==> src/hlv_consts.vh <==
// offsets, field values, reset values for the hub link vc register block
`ifndef HLV_CONSTS_VH
`define HLV_CONSTS_VH

// byte offsets of the registers inside the block
`define HLV_OFF_CAP_HDR 8'h00
`define HLV_OFF_PVC_CAP1 8'h04
`define HLV_OFF_PVC_CAP2 8'h08
`define HLV_OFF_PVC_CTL 8'h0c
`define HLV_OFF_VC0_RCAP 8'h10
`define HLV_OFF_VC0_RCTL 8'h14
`define HLV_OFF_VC0_RSTS 8'h1a
`define HLV_OFF_VC1_RCAP 8'h1c
`define HLV_OFF_VC1_RCTL 8'h20
`define HLV_OFF_VC1_RSTS 8'h26
`define HLV_OFF_LINK_CAP 8'h84
`define HLV_OFF_LINK_CTL 8'h88
`define HLV_OFF_LINK_STS 8'h8a

// reset values
`define HLV_RST_CAP_HDR 32'h04010002
`define HLV_RST_PVC_CAP1 32'h00000001
`define HLV_RST_PVC_CAP2 32'h00000000
`define HLV_RST_PVC_CTL 16'h0000
`define HLV_RST_VC0_RCAP 32'h00000001
`define HLV_RST_VC0_RCTL 32'h800000ff
`define HLV_RST_VC0_RSTS 16'h0002
`define HLV_RST_VC1_RCAP 32'h00008001
`define HLV_RST_VC1_RCTL 32'h01000000
`define HLV_RST_VC1_RSTS 16'h0002
`define HLV_RST_LINK_CAP 32'h00012c41
`define HLV_RST_LINK_CTL 16'h0000
`define HLV_RST_LINK_STS 16'h0001

// capability header fields
`define HLV_NEXT_CAP_PTR 12'h040
`define HLV_CAP_VERSION 4'h1
`define HLV_EXT_CAP_ID 16'h0002

// port vc capability one fields
`define HLV_LOW_PRIO_COUNT 3'h0
`define HLV_EXTRA_COUNT_RST 3'h1

// size of the decoded window, in address bits below the base
`define HLV_WINDOW_BITS 12

`endif

==> src/hlv_write_once.v <==
// a field that takes only the first software write after reset
`timescale 1ns/1ps
module hlv_write_once #(
    parameter WIDTH = 3,
    parameter [WIDTH-1:0] RESET_VALUE = {WIDTH{1'b0}}
) (
    input wire sys_clk,
    input wire rst,
    input wire wrEn,
    input wire [WIDTH-1:0] wrData,
    output reg [WIDTH-1:0] value_q,
    output reg locked_q
);

////////////////////////////////////////////////////////////////////////
// first write stores and locks, later writes fall away until reset
always @(posedge sys_clk) begin
    if (rst) begin
        value_q <= RESET_VALUE;
        locked_q <= 1'b0;
    end else if (wrEn && !locked_q) begin
        value_q <= wrData;
        locked_q <= 1'b1;
    end
end

endmodule // hlv_write_once

==> src/hlv_regs.v <==
// memory-mapped virtual channel capability registers of the hub link
// What this block does
// - decode block at base from configuration space
// - header bits 31:20 read next pointer 040h
// - header bits 19:16 hardwired to version 1
// - header bits 15:0 read capability id 0002h
// - low priority channel count reads 000b
// - extra channel count write-once, resets to 001b
// - reported count excludes the private channel
// - vc0 resource control at 14h, reset 800000ffh
`timescale 1ns/1ps
`include "hlv_consts.vh"
module hlv_regs (
    input wire sys_clk,
    input wire rst,
    input wire [31:12] blockBase,
    input wire blockEnable,
    input wire reqValid,
    input wire reqWrite,
    input wire [31:0] reqAddr,
    input wire [3:0] reqByteEn,
    input wire [31:0] reqWrData,
    output reg ackValid_q,
    output reg [31:0] rdData_q,
    output reg [2:0] extraChannelCount_q,
    output reg extraCountLocked_q,
    output reg [2:0] vcArbSelect_q,
    output reg [2:0] vc0PortArbSelect_q,
    output reg [7:0] vc0TcMap_q,
    output reg vc1Enable_q,
    output reg [2:0] vc1Id_q,
    output reg [7:0] vc1TcMap_q,
    output reg [1:0] linkPowerCtl_q
);

////////////////////////////////////////////////////////////////////////
// address decode

// request lands inside the block window
wire inWindow;
// dword offset inside the block, low two bits dropped
wire [7:0] dwOff;
// write strobe for an accepted write
wire wrHit;
// per-lane write enables
wire [3:0] laneWr;

assign inWindow = blockEnable &&
    (reqAddr[31:`HLV_WINDOW_BITS] == blockBase);
assign dwOff = {reqAddr[7:2], 2'b00};
assign wrHit = reqValid && reqWrite && inWindow &&
    (reqAddr[`HLV_WINDOW_BITS-1:8] == 4'h0);
assign laneWr = wrHit ? reqByteEn : 4'h0;

////////////////////////////////////////////////////////////////////////
// write-once extra channel count

// selects the port vc capability one dword for writing
wire selCap1;
// stored count from the write-once cell
wire [2:0] countValue;
// lock flag from the write-once cell
wire countLocked;

assign selCap1 = (dwOff == `HLV_OFF_PVC_CAP1);

// private channel never counted, software sets the count
hlv_write_once #(
    .WIDTH(3),
    .RESET_VALUE(`HLV_EXTRA_COUNT_RST)
) uCount (
    .sys_clk(sys_clk),
    .rst(rst),
    .wrEn(selCap1 && laneWr[0]),
    .wrData(reqWrData[2:0]),
    .value_q(countValue),
    .locked_q(countLocked)
);

////////////////////////////////////////////////////////////////////////
// reset images of the mixed registers, sliced per field below

// port vc control image
wire [15:0] pvcCtlRst;
// vc0 resource control image
wire [31:0] vc0CtlRst;
// vc1 resource control image
wire [31:0] vc1CtlRst;

// slicing keeps every field at its own width, nothing cut by accident
assign pvcCtlRst = `HLV_RST_PVC_CTL;
assign vc0CtlRst = `HLV_RST_VC0_RCTL;
assign vc1CtlRst = `HLV_RST_VC1_RCTL;

////////////////////////////////////////////////////////////////////////
// software writable control fields

// mirror of the write-once cell as registered outputs
always @(posedge sys_clk) begin
    if (rst) begin
        extraChannelCount_q <= `HLV_EXTRA_COUNT_RST;
        extraCountLocked_q <= 1'b0;
    end else begin
        extraChannelCount_q <= countValue;
        extraCountLocked_q <= countLocked;
    end
end

// read-write fields; read-only bits around them take no write
always @(posedge sys_clk) begin
    if (rst) begin
        vcArbSelect_q <= pvcCtlRst[3:1];
        vc0PortArbSelect_q <= vc0CtlRst[19:17];
        vc0TcMap_q <= vc0CtlRst[7:0];
        vc1Enable_q <= vc1CtlRst[31];
        vc1Id_q <= vc1CtlRst[26:24];
        vc1TcMap_q <= vc1CtlRst[7:0];
        linkPowerCtl_q <= 2'h0;
    end else begin
        // port vc control, arbitration select bits 3:1
        if (dwOff == `HLV_OFF_PVC_CTL && laneWr[0]) begin
            vcArbSelect_q <= reqWrData[3:1];
        end
        // vc0 control, bit 0 of the map stays 1 and read-only
        if (dwOff == `HLV_OFF_VC0_RCTL) begin
            if (laneWr[2]) begin
                vc0PortArbSelect_q <= reqWrData[19:17];
            end
            if (laneWr[0]) begin
                vc0TcMap_q <= {reqWrData[7:1], 1'b1};
            end
        end
        // vc1 control, enable, id and map
        if (dwOff == `HLV_OFF_VC1_RCTL) begin
            if (laneWr[3]) begin
                vc1Enable_q <= reqWrData[31];
                vc1Id_q <= reqWrData[26:24];
            end
            if (laneWr[0]) begin
                vc1TcMap_q <= {reqWrData[7:1], 1'b0};
            end
        end
        // link control, low power control bits
        if (dwOff == `HLV_OFF_LINK_CTL && laneWr[0]) begin
            linkPowerCtl_q <= reqWrData[1:0];
        end
    end
end

////////////////////////////////////////////////////////////////////////
// read mux

// assembled read word for the addressed dword
reg [31:0] rdWord;

always @* begin
    rdWord = 32'h00000000;
    if (reqAddr[`HLV_WINDOW_BITS-1:8] == 4'h0) begin
        case (dwOff)
            `HLV_OFF_CAP_HDR: begin
                rdWord = {`HLV_NEXT_CAP_PTR,
                    `HLV_CAP_VERSION,
                    `HLV_EXT_CAP_ID};
            end
            `HLV_OFF_PVC_CAP1: begin
                rdWord = {25'h0000000, `HLV_LOW_PRIO_COUNT,
                    1'b0, countValue};
            end
            `HLV_OFF_PVC_CAP2: begin
                rdWord = `HLV_RST_PVC_CAP2;
            end
            `HLV_OFF_PVC_CTL: begin
                rdWord = {28'h0000000, vcArbSelect_q, 1'b0};
            end
            `HLV_OFF_VC0_RCAP: begin
                rdWord = `HLV_RST_VC0_RCAP;
            end
            `HLV_OFF_VC0_RCTL: begin
                // enable hardwired, id hardwired zero
                rdWord = {vc0CtlRst[31], 11'h000,
                    vc0PortArbSelect_q, 9'h000, vc0TcMap_q};
            end
            8'h18: begin
                // status sits in the upper half of this dword
                rdWord = {`HLV_RST_VC0_RSTS, 16'h0000};
            end
            `HLV_OFF_VC1_RCAP: begin
                rdWord = `HLV_RST_VC1_RCAP;
            end
            `HLV_OFF_VC1_RCTL: begin
                rdWord = {vc1Enable_q, 4'h0, vc1Id_q, 16'h0000,
                    vc1TcMap_q};
            end
            8'h24: begin
                rdWord = {`HLV_RST_VC1_RSTS, 16'h0000};
            end
            `HLV_OFF_LINK_CAP: begin
                rdWord = `HLV_RST_LINK_CAP;
            end
            `HLV_OFF_LINK_CTL: begin
                // control low half, status high half
                rdWord = {`HLV_RST_LINK_STS, 14'h0000, linkPowerCtl_q};
            end
            default: begin
                // unmapped offsets read zero
                rdWord = 32'h00000000;
            end
        endcase
    end
end

////////////////////////////////////////////////////////////////////////
// answer register: one cycle after a request in the window

always @(posedge sys_clk) begin
    if (rst) begin
        ackValid_q <= 1'b0;
        rdData_q <= 32'h00000000;
    end else begin
        ackValid_q <= reqValid && inWindow;
        if (reqValid && inWindow && !reqWrite) begin
            rdData_q <= rdWord;
        end
    end
end

endmodule // hlv_regs

==> config.mk <==
export PLATFORM = sky130hd
export DESIGN_NAME = hlv_regs
export DESIGN_NICKNAME = d
export VERILOG_FILES = /design/src/hlv_write_once.v /design/src/hlv_regs.v
export VERILOG_INCLUDE_DIRS = /design/src /design/src/src
export SDC_FILE = /design/constraint.sdc
export NUM_CORES = 1
export LEC_CHECK = 0
export CAP_MARGIN = 25
export CORE_MARGIN = 4
export CORE_UTILIZATION = 30
export CTS_BUF_LIST = sky130_fd_sc_hd__clkbuf_2
export CTS_CLUSTER_DIAMETER = 200
export DETAILED_ROUTE_END_ITERATION = 10
export DONT_BUFFER_PORTS = 1
export PLACE_DENSITY_LB_ADDON = 0.05
export SLEW_MARGIN = 20
export SYNTH_ARGS = -nofsm -noshare
export SYNTH_HDL_FRONTEND = slang
export SYNTH_SLANG_ARGS = --single-unit
export TNS_END_PERCENT = 20
==> constraint.sdc <==
create_clock -name sys_clk -period 3.9 [get_ports sys_clk]
set_input_delay 0.195 -clock sys_clk [delete_from_list [all_inputs] [get_ports sys_clk]]
set_output_delay 0.195 -clock sys_clk [all_outputs]
set_load 0.01 [all_outputs]
==> summary.txt <==
Synth
  – Synthesized area: 0.00292 mm2
  – Number of synthesized flops with an enable pin: 0
  – Synth cell types: 48
  – Mapped Avg Cell Area: 8.84 um2
  – Cell count after synthesis: 330
  – #FFs+latches synth: 53
  – Ys Warns: 0
  – Primary FF master, synth: dfxtp_1
  – Sequential cell area fraction in the yosys report: 36.4%
  – FFs w/ async S/R, synth: 0%

Final layout
  – Multi-input gate area: 0.00155 mm2
  – Layout cells sized above 1: 7.25%
  – Final #Nets: 437
  – FF/Latch Area: 0.00106 mm2
  – Area grow syn2layout: 11.6%
  – Number of fill cells: 1,007
  – Fin util: 34.8%
  – Diodes inserted: 0

Routing
  – Final ANT Viol Nets: 0
  – Via count: 2,255
  – DRT Wirelength: 8.16 mm
  – DR iter-0 viols: 127
  – Vias per cell: 4.76
  – # DRC: 0
  – WL/cell: 17.2 um
  – Total iterations of the first detailed-routing run: 4

STA
  – Measured slew at the worst slew-check pin: 0.887 ns
  – Final worst slack: 1.94 ns
  – Slew headroom: 40.3%
  – Final Hold Viols: 0
  – Pins over their slew limit: 0
  – Highest clock rate: 509 MHz
  – Fin crit period: 1.96 ns
  – Crit share post-route: 50.4%
  – Total negative slack: 0 ns
  – RSZ-0062 raised after global routing: false
  – Count of final setup violators: 0
  – Clock Skews: 0.0102 ns
  – Final hold slack: 0.0415 ns

Global routing
  – Gr usage total: 14.0%
  – First-pass GRT wire length: 12.5 mm
  – Initial antenna violation count: 0
  – Largest net degree at the start of global routing: 54
  – GRT overflow: 0
  – Vias in the first global route: 2,258

Placement
  – Post-DP HPWL: 5.98 mm
  – Port Buf Inserts: 0
  – RePlAce Congestion: 0.748
  – Worst setup slack after placement: 1.53 ns

Floorplan
  – Rows: 35
  – Width of the die: 107 um
  – Height of the die: 107 um
  – Full die area: 0.0114 mm2
  – CORE AREA: 0.00937 mm2
  – IO Count: 158
  – Starting Density: 31.1%

Run
  – Number of max-cap violations: 0

Clock network
  – Depth of the CTS H-tree: 2
  – Root buffer cell: clkbuf_2
  – CTS max path bufs: 2
  – TritonCTS Buffers: 5
  – CTS Sinks: 53
  – Clock latency at the later pin of the worst-skew pair: 0.43 ns
  – Postcts setup bufs: 0
  – Clock Pin Slew Worst Setup and Hold Paths: 0.26 ns
  – CTS tree: yes

Status
  – Run status: finished clean

Setup path
  – FF-to-FF path depth: 3
  – Reg2reg start: vc0TcMap_q[2]
  – Register-to-register setup slack: 2.73 ns
  – Buf/Inv on CP: 1
  – Setup crit start kind: input pin
  – CP delay by family, top: simple AND/OR/NAND/NOR gates
  – Critical Path RT: 4.28 ns
  – Worst Setup End Kind: flip-flop
  – WP data arrival: 2.34 ns
  – Critical path fanouts, max: 6
  – Worst path cell trace: dlygate4sd3_1, nand2_1, nor4_1, nor4b_1, and4_1, mux2i_1
  – Crit path kind: in2reg
  – Slowest stage cell, crit path: nor4_1
  – Capturing point of the worst reg2reg path: rdData_q[2]
  – Crit path largest cell delay: 0.67 ns

Min path
  – Worst hold start: rst
  – Hold Crit Class: in2reg
  – Worst hold path stage count: 2
  – Hold Path End: ackValid_q

Power
  – Max VDD drop: 166 uV
  – Pwr per Cell Area: 284 mW/mm2
  – Cell leakage power: 1.19 nW
[power by group]
group | total [mW] | switching (mW) | internal (mW)
clock network | 0.283 | 0.174 | 0.109
logic | 0.0987 | 0.0506 | 0.0481
registers | 0.544 | 0.0000000162 | 0.544
[layout by cell type (no fill, tap or decap), types with 3 or more instances in the layout]
master / synthesis / final
nand2b_1: 43 / 43
xnor2_1: 6 / 6
inv_1: 34 / 34
nor3_1: 6 / 5
xor2_1: 3 / 3
buf_4: 18 / 4
nand4_1: 3 / 3
and4_1: 6 / 6
dfxtp_1: 53 / 53
o21ai_0: 4 / 4
a22oi_1: 4 / 4
conb_1: 2 / 14
o22ai_1: 16 / 16
nor4b_1: 7 / 7
dlygate4sd3_1: 0 / 24
mux2i_1: 29 / 29
nand2_1: 8 / 8
clkbuf_2: 0 / 6
nor2b_1: 7 / 7
nor2_1: 26 / 26
nor4_1: 4 / 3
o2111ai_1: 3 / 3
[cell families (layout without fill, tap and decap cells)]
family | count (synthesis) | in the layout | synth area share, %
xor gates and xnor gates | 9 | 9 | 2.70
buffers and inverters | 68 | 71 | 12.3
muxes | 29 | 29 | 9.95
other | 2 | 14 | 0.257
DFF | 53 | 53 | 36.4
AOI/OAI and AO/OA | 43 | 43 | 11.3
and+or+nand+nor | 126 | 126 | 27.1
[sequential cells by signal, indices dropped and copies added, names as in the netlist]
register	cells
extraCountLocked_q	1
extraChannelCount_q	3
ackValid_q	1
uCount.locked_q	1
vc1Enable_q	1
rdData_q	18
linkPowerCtl_q	2
vc1Id_q	3
vc0TcMap_q	7
vcArbSelect_q	3
uCount.value_q	3
vc1TcMap_q	7
vc0PortArbSelect_q	3
[layout make-up]
cell class	count	share of cell area (%)
Multi-Input combinational cell	221	47.7
Sequential cell	53	32.6
Timing Repair Buffer	29	8.91
Tap cell	129	4.96
Inverter	34	3.92
Clock inverter	2	1.04
Clock buffer	6	0.922
[metal layers]
metal  up-vias  track usage [%]  routed length (um)
li1       1134                -                   -
met5         -                0                   0
met3         7             3.97                 580
met2        77             24.4                4010
met1      1037             17.4                3510
met4         0             2.19                  61
[worst reg2reg max path: cells and delay by family, from the launching register on]
family	cells	cell delay, ns
flip-flops	1	0.44
AO/OA/AOI/OAI	3	0.65
[metrics by stage]
step | cells | power (mW) | instance area (um2)
3_3_place_gp | 441 | 0.623 | 2930
3_5_place_dp | 441 | 0.623 | 2930
5_1_grt | 474 | 0.973 | 3260
2_1_floorplan | 342 | 0.632 | 2960
6_report | 474 | 0.926 | 3260
4_1_cts | 473 | 0.942 | 3250
[worst max-delay path by stage]
stage | start | cells after the start | endpoint
2_1_floorplan | reqAddr[21] | 7 | rdData_q[3]
3_3_place_gp | blockBase[28] | 5 | rdData_q[17]
3_5_place_dp | blockBase[28] | 5 | rdData_q[15]
4_1_cts | reqAddr[3] | 6 | vcArbSelect_q[1]
5_1_grt | reqAddr[3] | 6 | vcArbSelect_q[0]
6_report | reqAddr[3] | 6 | vcArbSelect_q[0]
[timing repair]
action	in CTS	in global routing
resized for setup	0	0
hold buffers	24	1
hold endpoints to repair	39	3
endpoints found under the setup margin	0	0
[cell usage after synthesis (2+ instances only)]
| cell type | n | area, um2 |
|---|---|---|
| mux2i_1 | 29 | 290 |
| a222oi_1 | 2 | 20.0 |
| nor4_1 | 4 | 25.0 |
| nor2_1 | 26 | 97.6 |
| buf_6 | 2 | 22.5 |
| xnor2_1 | 6 | 52.6 |
| a2111o_1 | 2 | 22.5 |
| and2_1 | 2 | 12.5 |
| o21ai_0 | 4 | 20.0 |
| nand2_1 | 8 | 30.0 |
| xor2_1 | 3 | 26.3 |
| nor4b_1 | 7 | 61.3 |
| buf_4 | 18 | 135 |
| inv_1 | 34 | 128 |
| clkbuf_1 | 8 | 30.0 |
| nand4_1 | 3 | 18.8 |
| o22ai_2 | 2 | 25.0 |
| a22oi_1 | 4 | 30.0 |
| nand3_1 | 2 | 10.0 |
| nand2b_1 | 43 | 269 |
| nor2b_1 | 7 | 43.8 |
| o2111ai_1 | 3 | 26.3 |
| and4_1 | 6 | 52.6 |
| o22ai_1 | 16 | 100 |
| buf_2 | 5 | 25.0 |
| nor3_1 | 6 | 30.0 |
| o221ai_1 | 2 | 17.5 |
| dfxtp_1 | 53 | 1060 |
| nor4b_2 | 2 | 30.0 |
| conb_1 | 2 | 7.51 |
| a221oi_1 | 2 | 17.5 |
No activity file was read; power rests on OpenSTA's default activity.
